**config.mk**
```make
export PLATFORM = sky130hd
export DESIGN_NAME = gqw_top
export DESIGN_NICKNAME = d
export VERILOG_FILES = /design/src/pkg/gqw_pkg.sv /design/src/pkg/gqw_filt_if.sv /design/src/logic/gqw_qual_bank.sv /design/src/logic/gqw_top.sv
export SDC_FILE = /design/constraint.sdc
export NUM_CORES = 1
export LEC_CHECK = 0
export BUFFER_PORTS_ARGS = -buffer_cell sky130_fd_sc_hd__buf_2
export CAP_MARGIN = 25
export CORE_UTILIZATION = 33
export DETAILED_ROUTE_END_ITERATION = 7
export MAX_ROUTING_LAYER = met4
export PLACE_DENSITY = 0.54
export SYNTH_ARGS = -nofsm -noshare
export SYNTH_HDL_FRONTEND = slang
export SYNTH_HIERARCHICAL = 1
export SYNTH_SLANG_ARGS = --single-unit
```
**constraint.sdc**
```tcl
create_clock -name clk_sys -period 10.2 [get_ports clk_sys]
set_clock_uncertainty 0.1 [all_clocks]
set_input_delay 1.02 -clock clk_sys [delete_from_list [all_inputs] [get_ports clk_sys]]
set_output_delay 1.02 -clock clk_sys [all_outputs]
set_load 0.01 [all_outputs]
```
**src/pkg/gqw_pkg.sv**
```systemverilog
// What this block does
// - Period zero samples every system clock
// - Period n samples once per 2n clocks
// - Period field is eight bits wide
// - One period setting per eight-pin group
// - Per-pin select picks three or six samples
// - Output changes only when all samples agree
// - Pins synchronized before any qualification
// - Three-sample window spans two sample periods
// - Six-sample window spans five sample periods
// - Select writes take effect two clocks later
// - Idle exits on irq, watchdog, reset, or masked wake pin
// - Resume within 20 or 1050 cycles
package gqw_pkg;

    // ------------------------------------------------------------
    // Geometry
    // ------------------------------------------------------------
    localparam int NUM_PINS   = 16;
    localparam int GROUP_PINS = 8;
    localparam int NUM_GROUPS = NUM_PINS / GROUP_PINS;
    localparam int PERIOD_W   = 8;
    localparam int SEL_W      = 2;
    localparam int HIST_W     = 6;
    localparam int CNT_W      = PERIOD_W + 1;

    // ------------------------------------------------------------
    // Filter select encodings and reset values
    // ------------------------------------------------------------
    typedef enum logic [1:0] {
        GQW_MODE_SYNC   = 2'h0,
        GQW_MODE_THREE  = 2'h1,
        GQW_MODE_SIX    = 2'h2,
        GQW_MODE_NOSYNC = 2'h3
    } gqw_mode_t;

    localparam logic [PERIOD_W-1:0] PERIOD_RST = 8'h00;
    localparam logic [SEL_W-1:0]    SEL_RST    = 2'h0;

    // ------------------------------------------------------------
    // Wake latency counts in system clock cycles
    // ------------------------------------------------------------
    localparam int          LAT_W        = 11;
    localparam logic [10:0] LAT_FAST_CYC = 11'h014;
    localparam logic [10:0] LAT_SLOW_CYC = 11'h41a;

    typedef enum logic [1:0] {
        GQW_ST_RUN  = 2'h0,
        GQW_ST_IDLE = 2'h1,
        GQW_ST_WAKE = 2'h3
    } gqw_state_t;

endpackage : gqw_pkg

```
**src/pkg/gqw_filt_if.sv**
```systemverilog
`timescale 1ns/100ps
// Carries synchronized samples, strobes and modes to the filter bank.
interface gqw_filt_if;
    import gqw_pkg::*;
    logic [NUM_PINS-1:0]       sample;
    logic [NUM_GROUPS-1:0]     strobe;
    logic [NUM_PINS*SEL_W-1:0] mode;
    logic [NUM_PINS-1:0]       qual;

    modport ctrl (output sample, output strobe, output mode, input qual);
    modport bank (input sample, input strobe, input mode, output qual);
endinterface : gqw_filt_if

```
**src/logic/gqw_qual_bank.sv**
```systemverilog
`timescale 1ns/100ps
module gqw_qual_bank
    import gqw_pkg::*;
(
    // Clock and reset
    input wire logic clk_sys,
    input wire logic arst_n,
    // Samples in, qualified levels out
    gqw_filt_if.bank f
);

    logic [HIST_W-1:0] hist [NUM_PINS];

    // ------------------------------------------------------------
    // Per-pin sample history and agreement check
    // ------------------------------------------------------------
    for (genvar i = 0; i < NUM_PINS; i++) begin : g_pin
        logic [1:0]        m;
        logic [HIST_W-1:0] nh;
        assign m  = f.mode[i*SEL_W +: SEL_W];
        assign nh = {hist[i][HIST_W-2:0], f.sample[i]};

        // The group strobe decides when a sample enters the window.
        always_ff @(posedge clk_sys or negedge arst_n) begin
            if (!arst_n) begin
                hist[i]   <= '0;
                f.qual[i] <= 1'b0;
            end else if (m == GQW_MODE_THREE || m == GQW_MODE_SIX) begin
                if (f.strobe[i / GROUP_PINS]) begin
                    hist[i] <= nh;
                    // Two periods between first and last of three samples.
                    if (m == GQW_MODE_THREE && (&nh[2:0] || ~|nh[2:0])) begin
                        f.qual[i] <= nh[0];
                    end
                    // Five periods between first and last of six samples.
                    if (m == GQW_MODE_SIX && (&nh || ~|nh)) begin
                        f.qual[i] <= nh[0];
                    end
                end
            end else begin
                // Unfiltered modes still pass the synchronized level only.
                hist[i]   <= {HIST_W{f.sample[i]}};
                f.qual[i] <= f.sample[i];
            end
        end
    end
endmodule : gqw_qual_bank

```
**src/logic/gqw_top.sv**
```systemverilog
`timescale 1ns/100ps
module gqw_top
    import gqw_pkg::*;
(
    // Clock and reset
    input  wire logic                        clk_sys,
    input  wire logic                        arst_n,
    // Asynchronous pins
    input  wire logic [NUM_PINS-1:0]         pin_in,
    input  wire logic                        external_reset_pin_n,
    // Qualifier configuration
    input  wire logic [NUM_GROUPS*PERIOD_W-1:0] sample_period_field,
    input  wire logic [NUM_PINS*SEL_W-1:0]   pin_filter_select_regs,
    // Idle control
    input  wire logic                        idle_enter,
    input  wire logic                        flash_sleep,
    input  wire logic                        enabled_irq,
    input  wire logic                        watchdog_irq_n,
    input  wire logic [NUM_PINS-1:0]         wake_pin_mask,
    // Results
    output logic      [NUM_PINS-1:0]         pin_qual,
    output logic                             in_idle,
    output logic                             wake_seen,
    output logic                             resume_exec
);

    gqw_filt_if f ();

    // ------------------------------------------------------------
    // Input synchronizers
    // ------------------------------------------------------------
    logic [NUM_PINS-1:0] sync1;
    logic [NUM_PINS-1:0] sync2;
    logic                rst1;
    logic                rst2_n;

    // Two stages before any logic looks at the pins.
    always_ff @(posedge clk_sys or negedge arst_n) begin
        if (!arst_n) begin
            sync1  <= '0;
            sync2  <= '0;
            rst1   <= 1'b1;
            rst2_n <= 1'b1;
        end else begin
            sync1  <= pin_in;
            sync2  <= sync1;
            rst1   <= external_reset_pin_n;
            rst2_n <= rst1;
        end
    end

    // ------------------------------------------------------------
    // Configuration delay
    // ------------------------------------------------------------
    logic [NUM_GROUPS*PERIOD_W-1:0] per_d1;
    logic [NUM_GROUPS*PERIOD_W-1:0] per_eff;
    logic [NUM_GROUPS*PERIOD_W-1:0] per_prev;
    logic [NUM_PINS*SEL_W-1:0]      sel_d1;
    logic [NUM_PINS*SEL_W-1:0]      sel_eff;

    // Matching the documented pipeline so software sees the same lag.
    always_ff @(posedge clk_sys or negedge arst_n) begin
        if (!arst_n) begin
            per_d1   <= {NUM_GROUPS{PERIOD_RST}};
            per_eff  <= {NUM_GROUPS{PERIOD_RST}};
            per_prev <= {NUM_GROUPS{PERIOD_RST}};
            sel_d1   <= {NUM_PINS{SEL_RST}};
            sel_eff  <= {NUM_PINS{SEL_RST}};
        end else begin
            per_d1   <= sample_period_field;
            per_eff  <= per_d1;
            per_prev <= per_eff;
            sel_d1   <= pin_filter_select_regs;
            sel_eff  <= sel_d1;
        end
    end

    // ------------------------------------------------------------
    // Per-group sample strobe
    // ------------------------------------------------------------
    logic [CNT_W-1:0] cnt [NUM_GROUPS];

    for (genvar g = 0; g < NUM_GROUPS; g++) begin : g_grp
        logic [PERIOD_W-1:0] per;
        logic                hit;
        assign per = per_eff[g*PERIOD_W +: PERIOD_W];
        // Period zero strobes every cycle, else once per 2n cycles.
        assign hit = (per == 8'h00) || (cnt[g] == ({per, 1'b0} - 9'h001));
        assign f.strobe[g] = hit;

        // A rewritten period restarts the count so no stale phase leaks in.
        always_ff @(posedge clk_sys or negedge arst_n) begin
            if (!arst_n) begin
                cnt[g] <= '0;
            end else if (per != per_prev[g*PERIOD_W +: PERIOD_W]) begin
                cnt[g] <= '0;
            end else if (hit) begin
                cnt[g] <= '0;
            end else begin
                cnt[g] <= cnt[g] + 9'h001;
            end
        end
    end

    assign f.sample = sync2;
    assign f.mode   = sel_eff;

    gqw_qual_bank u_bank (
        .clk_sys (clk_sys),
        .arst_n  (arst_n),
        .f       (f)
    );

    assign pin_qual = f.qual;

    // ------------------------------------------------------------
    // Idle wake sequencing
    // ------------------------------------------------------------
    gqw_state_t       state;
    logic [LAT_W-1:0] lat;
    logic             wake_cond;

    // Wake pins are active low on their qualified level, so a pulse that
    // is too short for the window never reaches this point.
    assign wake_cond = enabled_irq || !watchdog_irq_n || !rst2_n
                       || |(wake_pin_mask & ~f.qual);

    // Latency chosen by where code resumes from.
    always_ff @(posedge clk_sys or negedge arst_n) begin
        if (!arst_n) begin
            state       <= GQW_ST_RUN;
            lat         <= '0;
            resume_exec <= 1'b0;
        end else begin
            resume_exec <= 1'b0;
            case (state)
                GQW_ST_RUN: begin
                    if (idle_enter) begin
                        state <= GQW_ST_IDLE;
                    end
                end
                GQW_ST_IDLE: begin
                    if (wake_cond) begin
                        state <= GQW_ST_WAKE;
                        lat   <= (flash_sleep ? LAT_SLOW_CYC : LAT_FAST_CYC) - 11'h001;
                    end
                end
                GQW_ST_WAKE: begin
                    if (lat == '0) begin
                        state       <= GQW_ST_RUN;
                        resume_exec <= 1'b1;
                    end else begin
                        lat <= lat - 11'h001;
                    end
                end
                default: begin
                    state <= GQW_ST_RUN;
                end
            endcase
        end
    end

    // Status flops kept separate so outputs come straight from registers.
    always_ff @(posedge clk_sys or negedge arst_n) begin
        if (!arst_n) begin
            in_idle   <= 1'b0;
            wake_seen <= 1'b0;
        end else begin
            in_idle   <= (state == GQW_ST_IDLE && !wake_cond)
                         || (state == GQW_ST_RUN && idle_enter);
            wake_seen <= (state == GQW_ST_IDLE) && wake_cond;
        end
    end
endmodule : gqw_top

```
==> results of run 1 <==
metrics by stage:
step	area [um2]	utilization (%)	power, mW
floorplan	11700	-	1.59
global placement	12700	36.6	1.73
detailed placement	12700	36.6	1.74
CTS	13800	39.7	2.91
global route	13800	39.8	3.02
finish	13800	39.8	2.86
state kept, by name, summed over array words and instances (netlist names):
register / cells
u_bank/f.qual: 16
f.mode: 32
wake_seen: 1
in_idle: 1
per_eff: 16
sel_d1: 32
per_d1: 16
rst2_n: 1
per_prev: 16
lat: 11
state: 2
u_bank/g_pin.nh: 80
rst1: 1
sync1: 16
cnt: 18
f.sample: 16
resume_exec: 1
synth_stat cells, types with 5 or more instances:
cell / number
a211oi_1: 65
a21oi_1: 5
and2b_2: 8
and3_1: 12
and3_2: 8
buf_2: 8
clkbuf_1: 12
dfrtp_1: 274
ha_1: 39
inv_1: 40
mux2_1: 8
mux2_2: 26
nand2_1: 16
nand3_1: 16
nand4_1: 22
nor2_1: 115
nor2b_1: 94
nor3_1: 55
nor4_1: 31
nor4bb_1: 15
o21ai_0: 5
or3_1: 21
xnor2_1: 15
xor2_1: 37
critical path, stage by stage, from the launching register on:
cell and delay [ps]:
dfrtp_1 480, or3_4 460, nor4_2 300, a32o_2 170, a21oi_2 50, nor4_4 500
nand2b_2 210, buf_4 560, nor2_1 140, or3_1 380, mux2_1 310
kinds of logic after synthesis:
group / Yosys count / synth area share [%]
muxes: 36 / 3.43
DFF: 276 / 58.9
buffers and inverters: 65 / 2.36
and+or+nand+nor: 437 / 21.1
AOI/OAI and AO/OA: 92 / 5.92
xor gates and xnor gates: 53 / 4.12
adders and majority gates: 39 / 4.16
worst paths after layout:
| path | to | slack, ps | depth (start not counted) |
|---|---|---|---|
| worst min-delay path | f.sample[9] | 240 | 0 |
| worst max register to register | u_bank/f.qual[4] | 6400 | 10 |
| min in group asynchronous | per_prev[11] | 520 | 1 |
| worst max-delay path | u_bank/f.qual[4] | 6400 | 10 |
| max in group asynchronous | f.mode[4] | 7980 | 2 |
| worst min register to register | f.sample[9] | 240 | 0 |
power by group through the flow:
| stage | Sequential, mW | Combinational [mW] | Clock, mW |
|---|---|---|---|
| 2_1_floorplan | 1.32 | 0.271 | 0 |
| 3_3_place_gp | 1.35 | 0.378 | 0 |
| 3_5_place_dp | 1.35 | 0.385 | 0 |
| 4_1_cts | 1.34 | 0.386 | 1.19 |
| 5_1_grt | 1.35 | 0.433 | 1.23 |
| 6_report | 1.33 | 0.382 | 1.14 |
routing by layer:
| metal | vias up | share of wire (%) | GRT usage [%] |
|---|---|---|---|
| met5 | - | 0 | - |
| met4 | 0 | 2.0 | 4.43 |
| met3 | 38 | 5.2 | 2.56 |
| met2 | 146 | 43 | 19.3 |
| met1 | 3690 | 50 | 20.0 |
| li1 | 3753 | - | - |
cell type report:
class                           instances  area [um2]
Fill cell                            3309       21000
Multi-Input combinational cell        657        4550
Tap cell                              455         569
Inverter                               41         154
Clock buffer                           49         988
Sequential cell                       276        6910
Timing Repair Buffer                  110         593
Antenna cell                            1        2.50
Clock inverter                          8        77.6
==> results.json, run 1 <==
{
  "gp_congestion": 0.827,
  "intPower_mw": 2.10,
  "worstSetupEndpointType": "register",
  "fmax_mhz": 263,
  "via_per_inst": 4.78,
  "ys_types": 56,
  "status": "complete, no violations",
  "setup_ws_ps": 6400,
  "synth_edf_count": 0,
  "wl_per_cell_um": 14.7,
  "root_buffer": "clkbuf_16",
  "overflow": 0,
  "dr.pass1.iters": 4,
  "min_from": "sync1[9]",
  "holdWs_ps": 236,
  "totalWireLength_um": 23500,
  "yosys_warnings": 6,
  "min_path_type": "register to register",
  "slew_viol_final": 0,
  "p_sw_share_pct": 26.5,
  "slew_headroom_pct": 35.9,
  "nNetsFinal": 1246,
  "p_clk_share_pct": 40.0,
  "async_flop_share_pct": 100,
  "cts_setup_buffers": 0,
  "dieArea_um2": 36300,
  "ys.flop_type": "dfrtp_1",
  "routed-via-count": 7627,
  "worstSetupStartpoint": "per_eff[3]",
  "ys_seq_area_share_pct": 58.9,
  "insertion_delay_ps": 500,
  "p_leak_nw": 6.08,
  "timing.rr.start": "per_eff[3]",
  "tightest_slew_ps": 961,
  "grt_pass1_wl_um": 38900,
  "p_comb_share_pct": 13.4,
  "antenna_left": 0,
  "finalCriticalPeriod_ps": 3800,
  "start_util_pct": 33.7,
  "crit_required_ps": 10480,
  "finalCritPeriodShare_pct": 37.3,
  "synth_top_area_share_pct": 58.4,
  "start_kind": "register",
  "first_iter_violations": 419,
  "num_rows": 68,
  "synth_top_cells_by_area": "dfrtp_1 (58%), nor2b_1 (5.0%), a211oi_1 (4.2%)",
  "core_um2": 34800,
  "hpwl_um": 16000,
  "hold_buffers": 0,
  "maxCapViolCount": 0,
  "cts_resized": 0,
  "synth.avg_cell_area_um2": 11.8,
  "dp.cells": 1538,
  "setup_viol": 0,
  "clk_path_buf_depth": 3,
  "area_delta_synth_final_pct": 18.0,
  "grtUsageTotal_pct": 13.8,
  "drive_gt1_share_pct": 18.8,
  "grt_max_degree": 129,
  "yosys_register_bits": 276,
  "finalNonFillerCells": 1597,
  "drc": 0,
  "sequentialPowerShare_pct": 46.7,
  "syn_nets": 1124,
  "cts_tree": "done",
  "hold_violations": 0,
  "p_switching_mw": 0.758,
  "postSynthCellCount": 998,
  "portBuffers": 105,
  "rsz0062_at_grt": "false",
  "path_clk_slew_ps": 60,
  "cp.arrival_ps": 4080,
  "powerDensity_nw_per_um2": 207,
  "fin_tns_setup_ps": 0,
  "crit_type": "register to register",
  "place_ws_ps": 6410,
  "die_y_um": 191,
  "fp.dieW_um": 191,
  "ios": 106,
  "syn-cell-area_um2": 11700,
  "grt_antenna_before_repair": 2,
  "irDropWorstVdd_uv": 113,
  "cts_buffers": 34,
  "htree_num_levels": 2,
  "layout_commonest_cell": "dfrtp_1",
  "clock_sinks": 276,
  "mostFrequentLayoutCells": "dfrtp_1 (274), nor2_1 (115), buf_2 (104)",
  "critPathMaxFanout": 73,
  "yosys.area.top_type": "dfrtp_1",
  "grt_pass1_vias": 7510
}
No activity file was read; power rests on OpenSTA's default activity.
==> run 2: changes to the inputs <==
--- a/config.mk
+++ b/config.mk
@@ -10,7 +10,7 @@
 export CORE_UTILIZATION = 33
 export DETAILED_ROUTE_END_ITERATION = 7
 export MAX_ROUTING_LAYER = met4
-export PLACE_DENSITY = 0.54
+export PLACE_DENSITY = 0.56
 export SYNTH_ARGS = -nofsm -noshare
 export SYNTH_HDL_FRONTEND = slang
 export SYNTH_HIERARCHICAL = 1
==> constraint.sdc (replaced) <==
create_clock -name clk_sys -period 3.1 [get_ports clk_sys]
set_clock_uncertainty 0.1 [all_clocks]
set_input_delay 0.31 -clock clk_sys [delete_from_list [all_inputs] [get_ports clk_sys]]
set_output_delay 0.31 -clock clk_sys [all_outputs]
set_load 0.01 [all_outputs]
==> run 2 against run 1 <==
Against the previous run: total power grew to 3.4 times the previous value; non-clock buffer count grew 95; die area is the same; utilization grew 3.0 points; worst setup slack lost 6200 ps; global-route usage grew 0.35 points; cell count grew 5.8%; sequential power grew to 3.3 times the previous value; register-to-register slack lost 6200 ps; first-iteration DRC count grew 11%; sequential share of layout area shrank 3.5 points; sequential cell count is the same; critical path type unchanged; largest cell class unchanged; largest power group unchanged.
==> results.json, run 2 (synthesis gave the netlist of run 1 again) <==
{
  "status": "complete, no violations",
  "cp.arrival_ps": 3280,
  "start_util_pct": 33.7,
  "core_um2": 34800,
  "worstSetupEndpointType": "register",
  "clk_path_buf_depth": 3,
  "clock_sinks": 276,
  "min_path_type": "input pin to register",
  "irDropWorstVdd_uv": 383,
  "slew_viol_final": 0,
  "antenna_cells": 0,
  "critPathMaxFanout": 8,
  "routed-via-count": 7974,
  "holdWs_ps": 57.8,
  "portBuffers": 105,
  "setup_ws_ps": 150,
  "layout_commonest_cell": "dfrtp_1",
  "tightest_slew_ps": 591,
  "gp_congestion": 0.832,
  "cts_buffers": 30,
  "totalWireLength_um": 24500,
  "final_util_pct": 42.8,
  "crit_type": "register to register",
  "antenna_left": 0,
  "grt_pass1_wl_um": 40200,
  "cts_tree": "done",
  "dieArea_um2": 36300,
  "first_iter_violations": 463,
  "rsz0062_at_grt": "false",
  "start_kind": "register",
  "overflow": 0,
  "drive_gt1_share_pct": 20.6,
  "path_clk_slew_ps": 60,
  "grt_max_degree": 72,
  "setup_viol": 0,
  "finalCritPeriodShare_pct": 95.2,
  "slew_headroom_pct": 60.2,
  "finalPower_mw": 9.66,
  "powerDensity_nw_per_um2": 648,
  "insertion_delay_ps": 570,
  "area_delta_synth_final_pct": 26.9,
  "grt_antenna_before_repair": 0,
  "place_ws_ps": 134,
  "hpwl_um": 16400,
  "ios": 106,
  "grt_pass1_vias": 7868,
  "p_leak_nw": 6.56,
  "die_y_um": 191,
  "wl_per_cell_um": 14.5,
  "crit_required_ps": 3430,
  "root_buffer": "clkbuf_16",
  "fmax_mhz": 339,
  "hold_violations": 0,
  "largest_reg_flops": 80,
  "fp.dieW_um": 191,
  "htree_num_levels": 1,
  "finalCriticalPeriod_ps": 2950,
  "via_per_inst": 4.72,
  "dr.pass1.iters": 4,
  "maxCapViolCount": 0,
  "drc": 0,
  "num_rows": 68,
  "grtUsageTotal_pct": 14.1,
  "nNetsFinal": 1337,
  "mostFrequentLayoutCells": "dfrtp_1 (273), nor2_1 (114), buf_2 (104)"
}
run 2: area by class of cell:
cell class,count,area [um2]
flip-flops and latches,276,6910
repair buffers,205,1570
inverters,41,154
well taps,455,569
multi-input cells,657,4570
clock inverters,16,228
fillers,3246,19900
clock buffers,40,890
run 2: path summary, 6_finish.rpt:
check                             from          endpoint  slack [ps]  cells after the start
setup / recovery           per_eff[13]  u_bank/f.qual[8]         150                     10
hold / removal             flash_sleep            lat[2]          60                      3
setup reg to reg           per_eff[13]  u_bank/f.qual[8]         150                     10
hold reg to reg             per_d1[14]       per_eff[14]         250                      0
max in group asynchronous       arst_n            rst2_n        1940                      3
min in group asynchronous       arst_n         per_d1[7]         180                      2
run 2: per-stage QoR:
step / cells / TNS (ps) / area (um2)
finish: 1690 / 0 / 14900
global route: 1690 / 0 / 14900
floorplan: 998 / -1270 / 11700
CTS: 1683 / 0 / 14800
global placement: 1560 / 0 / 13000
detailed placement: 1560 / 0 / 13000
run 2: worst max-delay path: stages (launching register included):
cell and delay, ps:
dfrtp_1 420, or4_4 530, nor2_2 120, xnor2_1 120, nand2_1 100, o41ai_4 360
buf_6 180, buf_12 150, nor2_1 60, or3_1 350, mux2_1 310
run 2: what timing repair did:
item	4_1_cts	5_1_grt
setup endpoints to repair	0	13
gates resized for setup	0	8
hold endpoints to repair	132	0
buffers inserted	0	5
hold buffers	67	0
run 2: power breakdown:
part | leakage (nW) | internal [mW] | switching [mW] | total, mW
Clock | 0.544 | 2.43 | 1.49 | 3.92
Combinational | 2.79 | 0.695 | 0.663 | 1.36
Sequential | 3.23 | 4.00 | 0.383 | 4.38
run 2: per-layer routing:
layer	global-route usage, %	routed length (um)
met3	2.06	1030
met1	19.7	12000
met5	-	0
met4	5.14	692
met2	20.9	10800
==> run 3: changes to the inputs <==
--- a/config.mk
+++ b/config.mk
@@ -9,6 +9,7 @@
 export CAP_MARGIN = 25
 export CORE_UTILIZATION = 33
 export DETAILED_ROUTE_END_ITERATION = 7
+export HOLD_SLACK_MARGIN = 0.08
 export MAX_ROUTING_LAYER = met4
 export PLACE_DENSITY = 0.56
 export SYNTH_ARGS = -nofsm -noshare
==> run 3 against run 2 <==
Against the previous run: worst setup slack worse by 4.2 ps; register-to-register slack about the same; utilization about the same; worst hold slack better by 120 ps; via count up 0.25%; maximum frequency down 0.14%; cell count about the same; sequential share of layout area about the same; count of clock-buffer cells in the layout unchanged; sequential power about the same; cell area about the same; sequential cell count unchanged; largest cell class unchanged.
==> results.json, run 3 (synthesis gave the netlist of run 1 again) <==
{
  "largest_reg_flops": 80,
  "critPathMaxFanout": 8,
  "grt_pass1_vias": 7871,
  "crit_type": "register to register",
  "slew_headroom_pct": 60.1,
  "holdWs_ps": 180,
  "mostFrequentLayoutCells": "dfrtp_1 (273), nor2_1 (114), buf_2 (104)",
  "layout_commonest_cell": "dfrtp_1",
  "rrSetupSlack_ps": 150,
  "setup_viol": 0,
  "path_clk_slew_ps": 60,
  "wl_per_cell_um": 14.5,
  "start_kind": "register",
  "grt_pass1_wl_um": 40200,
  "antenna_left": 0,
  "min_path_type": "input pin to async pin",
  "cts_tree": "done",
  "multi_input_area_um2": 4570,
  "portBuffers": 105,
  "via_per_inst": 4.73,
  "overflow": 0,
  "p_leak_nw": 6.57,
  "antenna_cells": 0,
  "ff_latch_area_um2": 6910,
  "fillers": 3248,
  "grt_max_degree": 72,
  "clock_sinks": 276,
  "cts_buffers": 30,
  "routed-via-count": 7994,
  "fp.dieW_um": 191,
  "powerDensity_nw_per_um2": 648,
  "status": "complete, no violations",
  "dp.cells": 1560,
  "start_util_pct": 33.7,
  "slew_viol_final": 0,
  "r2r_cells": 10,
  "die_y_um": 191,
  "worstReg2RegEnd": "u_bank/f.qual[8]",
  "htree_num_levels": 1,
  "worstSetupStartpoint": "per_eff[13]",
  "worstSetupEndpointType": "register",
  "cp.arrival_ps": 3280,
  "final_cell_area_um2": 14900,
  "dr.pass1.iters": 4,
  "dpl_cell_area_um2": 13000,
  "drc": 0,
  "irDropWorstVdd_uv": 383,
  "maxCapViolCount": 0,
  "grt_antenna_before_repair": 0,
  "gp_congestion": 0.832,
  "num_rows": 68,
  "rsz0062_at_grt": "false",
  "grtUsageTotal_pct": 14.1,
  "nNetsFinal": 1338,
  "totalWireLength_um": 24500,
  "hpwl_um": 16400,
  "root_buffer": "clkbuf_16",
  "fmax_mhz": 339,
  "final_util_pct": 42.8,
  "timing.rr.start": "per_eff[13]",
  "ios": 106,
  "clk_path_buf_depth": 3,
  "finalCriticalPeriod_ps": 2950,
  "first_iter_violations": 438,
  "finalNonFillerCells": 1691,
  "insertion_delay_ps": 570,
  "dieArea_um2": 36300,
  "crit_required_ps": 3430,
  "drive_gt1_share_pct": 20.6,
  "tightest_slew_ps": 592,
  "hold_violations": 0,
  "core_um2": 34800,
  "fin_tns_setup_ps": 0,
  "finalCritPeriodShare_pct": 95.3,
  "area_delta_synth_final_pct": 27.0
}
run 3: critical path, cell delays in order (launching register included):
cell	delay, ps
dfrtp_1	420
or4_4	530
nor2_2	120
xnor2_1	120
nand2_1	100
o41ai_4	360
buf_6	180
buf_12	150
nor2_1	60
or3_1	350
mux2_1	310
run 3: through the flow:
stage               worst slack [ps]  power (mW)
floorplan                      -65.1        5.23
global placement                 128        5.71
detailed placement               134        5.75
CTS                              107        9.82
global route                    7.68        10.2
finish                           146        9.66
run 3: per-layer routing:
layer / up-vias / global-route usage (%) / wire length [um]
li1: 3936 / - / -
met1: 3871 / 19.7 / 12000
met2: 142 / 20.9 / 10900
met3: 45 / 2.08 / 973
met4: 0 / 5.14 / 693
met5: - / - / 0
run 3: worst max-delay path by stage:
stage / to / slack [ps] / depth (start not counted)
2_1_floorplan: u_bank/g_pin[12].nh[3] / -70 / 14
3_5_place_dp: u_bank/f.qual[10] / 130 / 9
4_1_cts: u_bank/f.qual[10] / 110 / 9
3_3_place_gp: u_bank/f.qual[11] / 130 / 9
6_report: u_bank/f.qual[8] / 150 / 10
5_1_grt: u_bank/f.qual[2] / 8 / 11
run 3: area by class of cell:
| cell class | instances | share of cell area, % |
|---|---|---|
| clock buffer | 40 | 5.97 |
| multi-input combinational | 657 | 30.7 |
| timing repair buffer | 206 | 10.6 |
| sequential | 276 | 46.4 |
| inverter | 41 | 1.03 |
| tap | 455 | 3.82 |
| clock inverter | 16 | 1.53 |
run 3: power by group:
part	internal [mW]	switching, mW
clock network	2.43	1.49
registers	4.00	0.384
logic	0.696	0.663
run 3: what timing repair did:
item | CTS | global route
gates resized for setup | 0 | 8
hold buffers | 68 | 0
endpoints found under the hold margin | 204 | 0
setup buffers | 0 | 5
endpoints found under the setup margin | 0 | 13
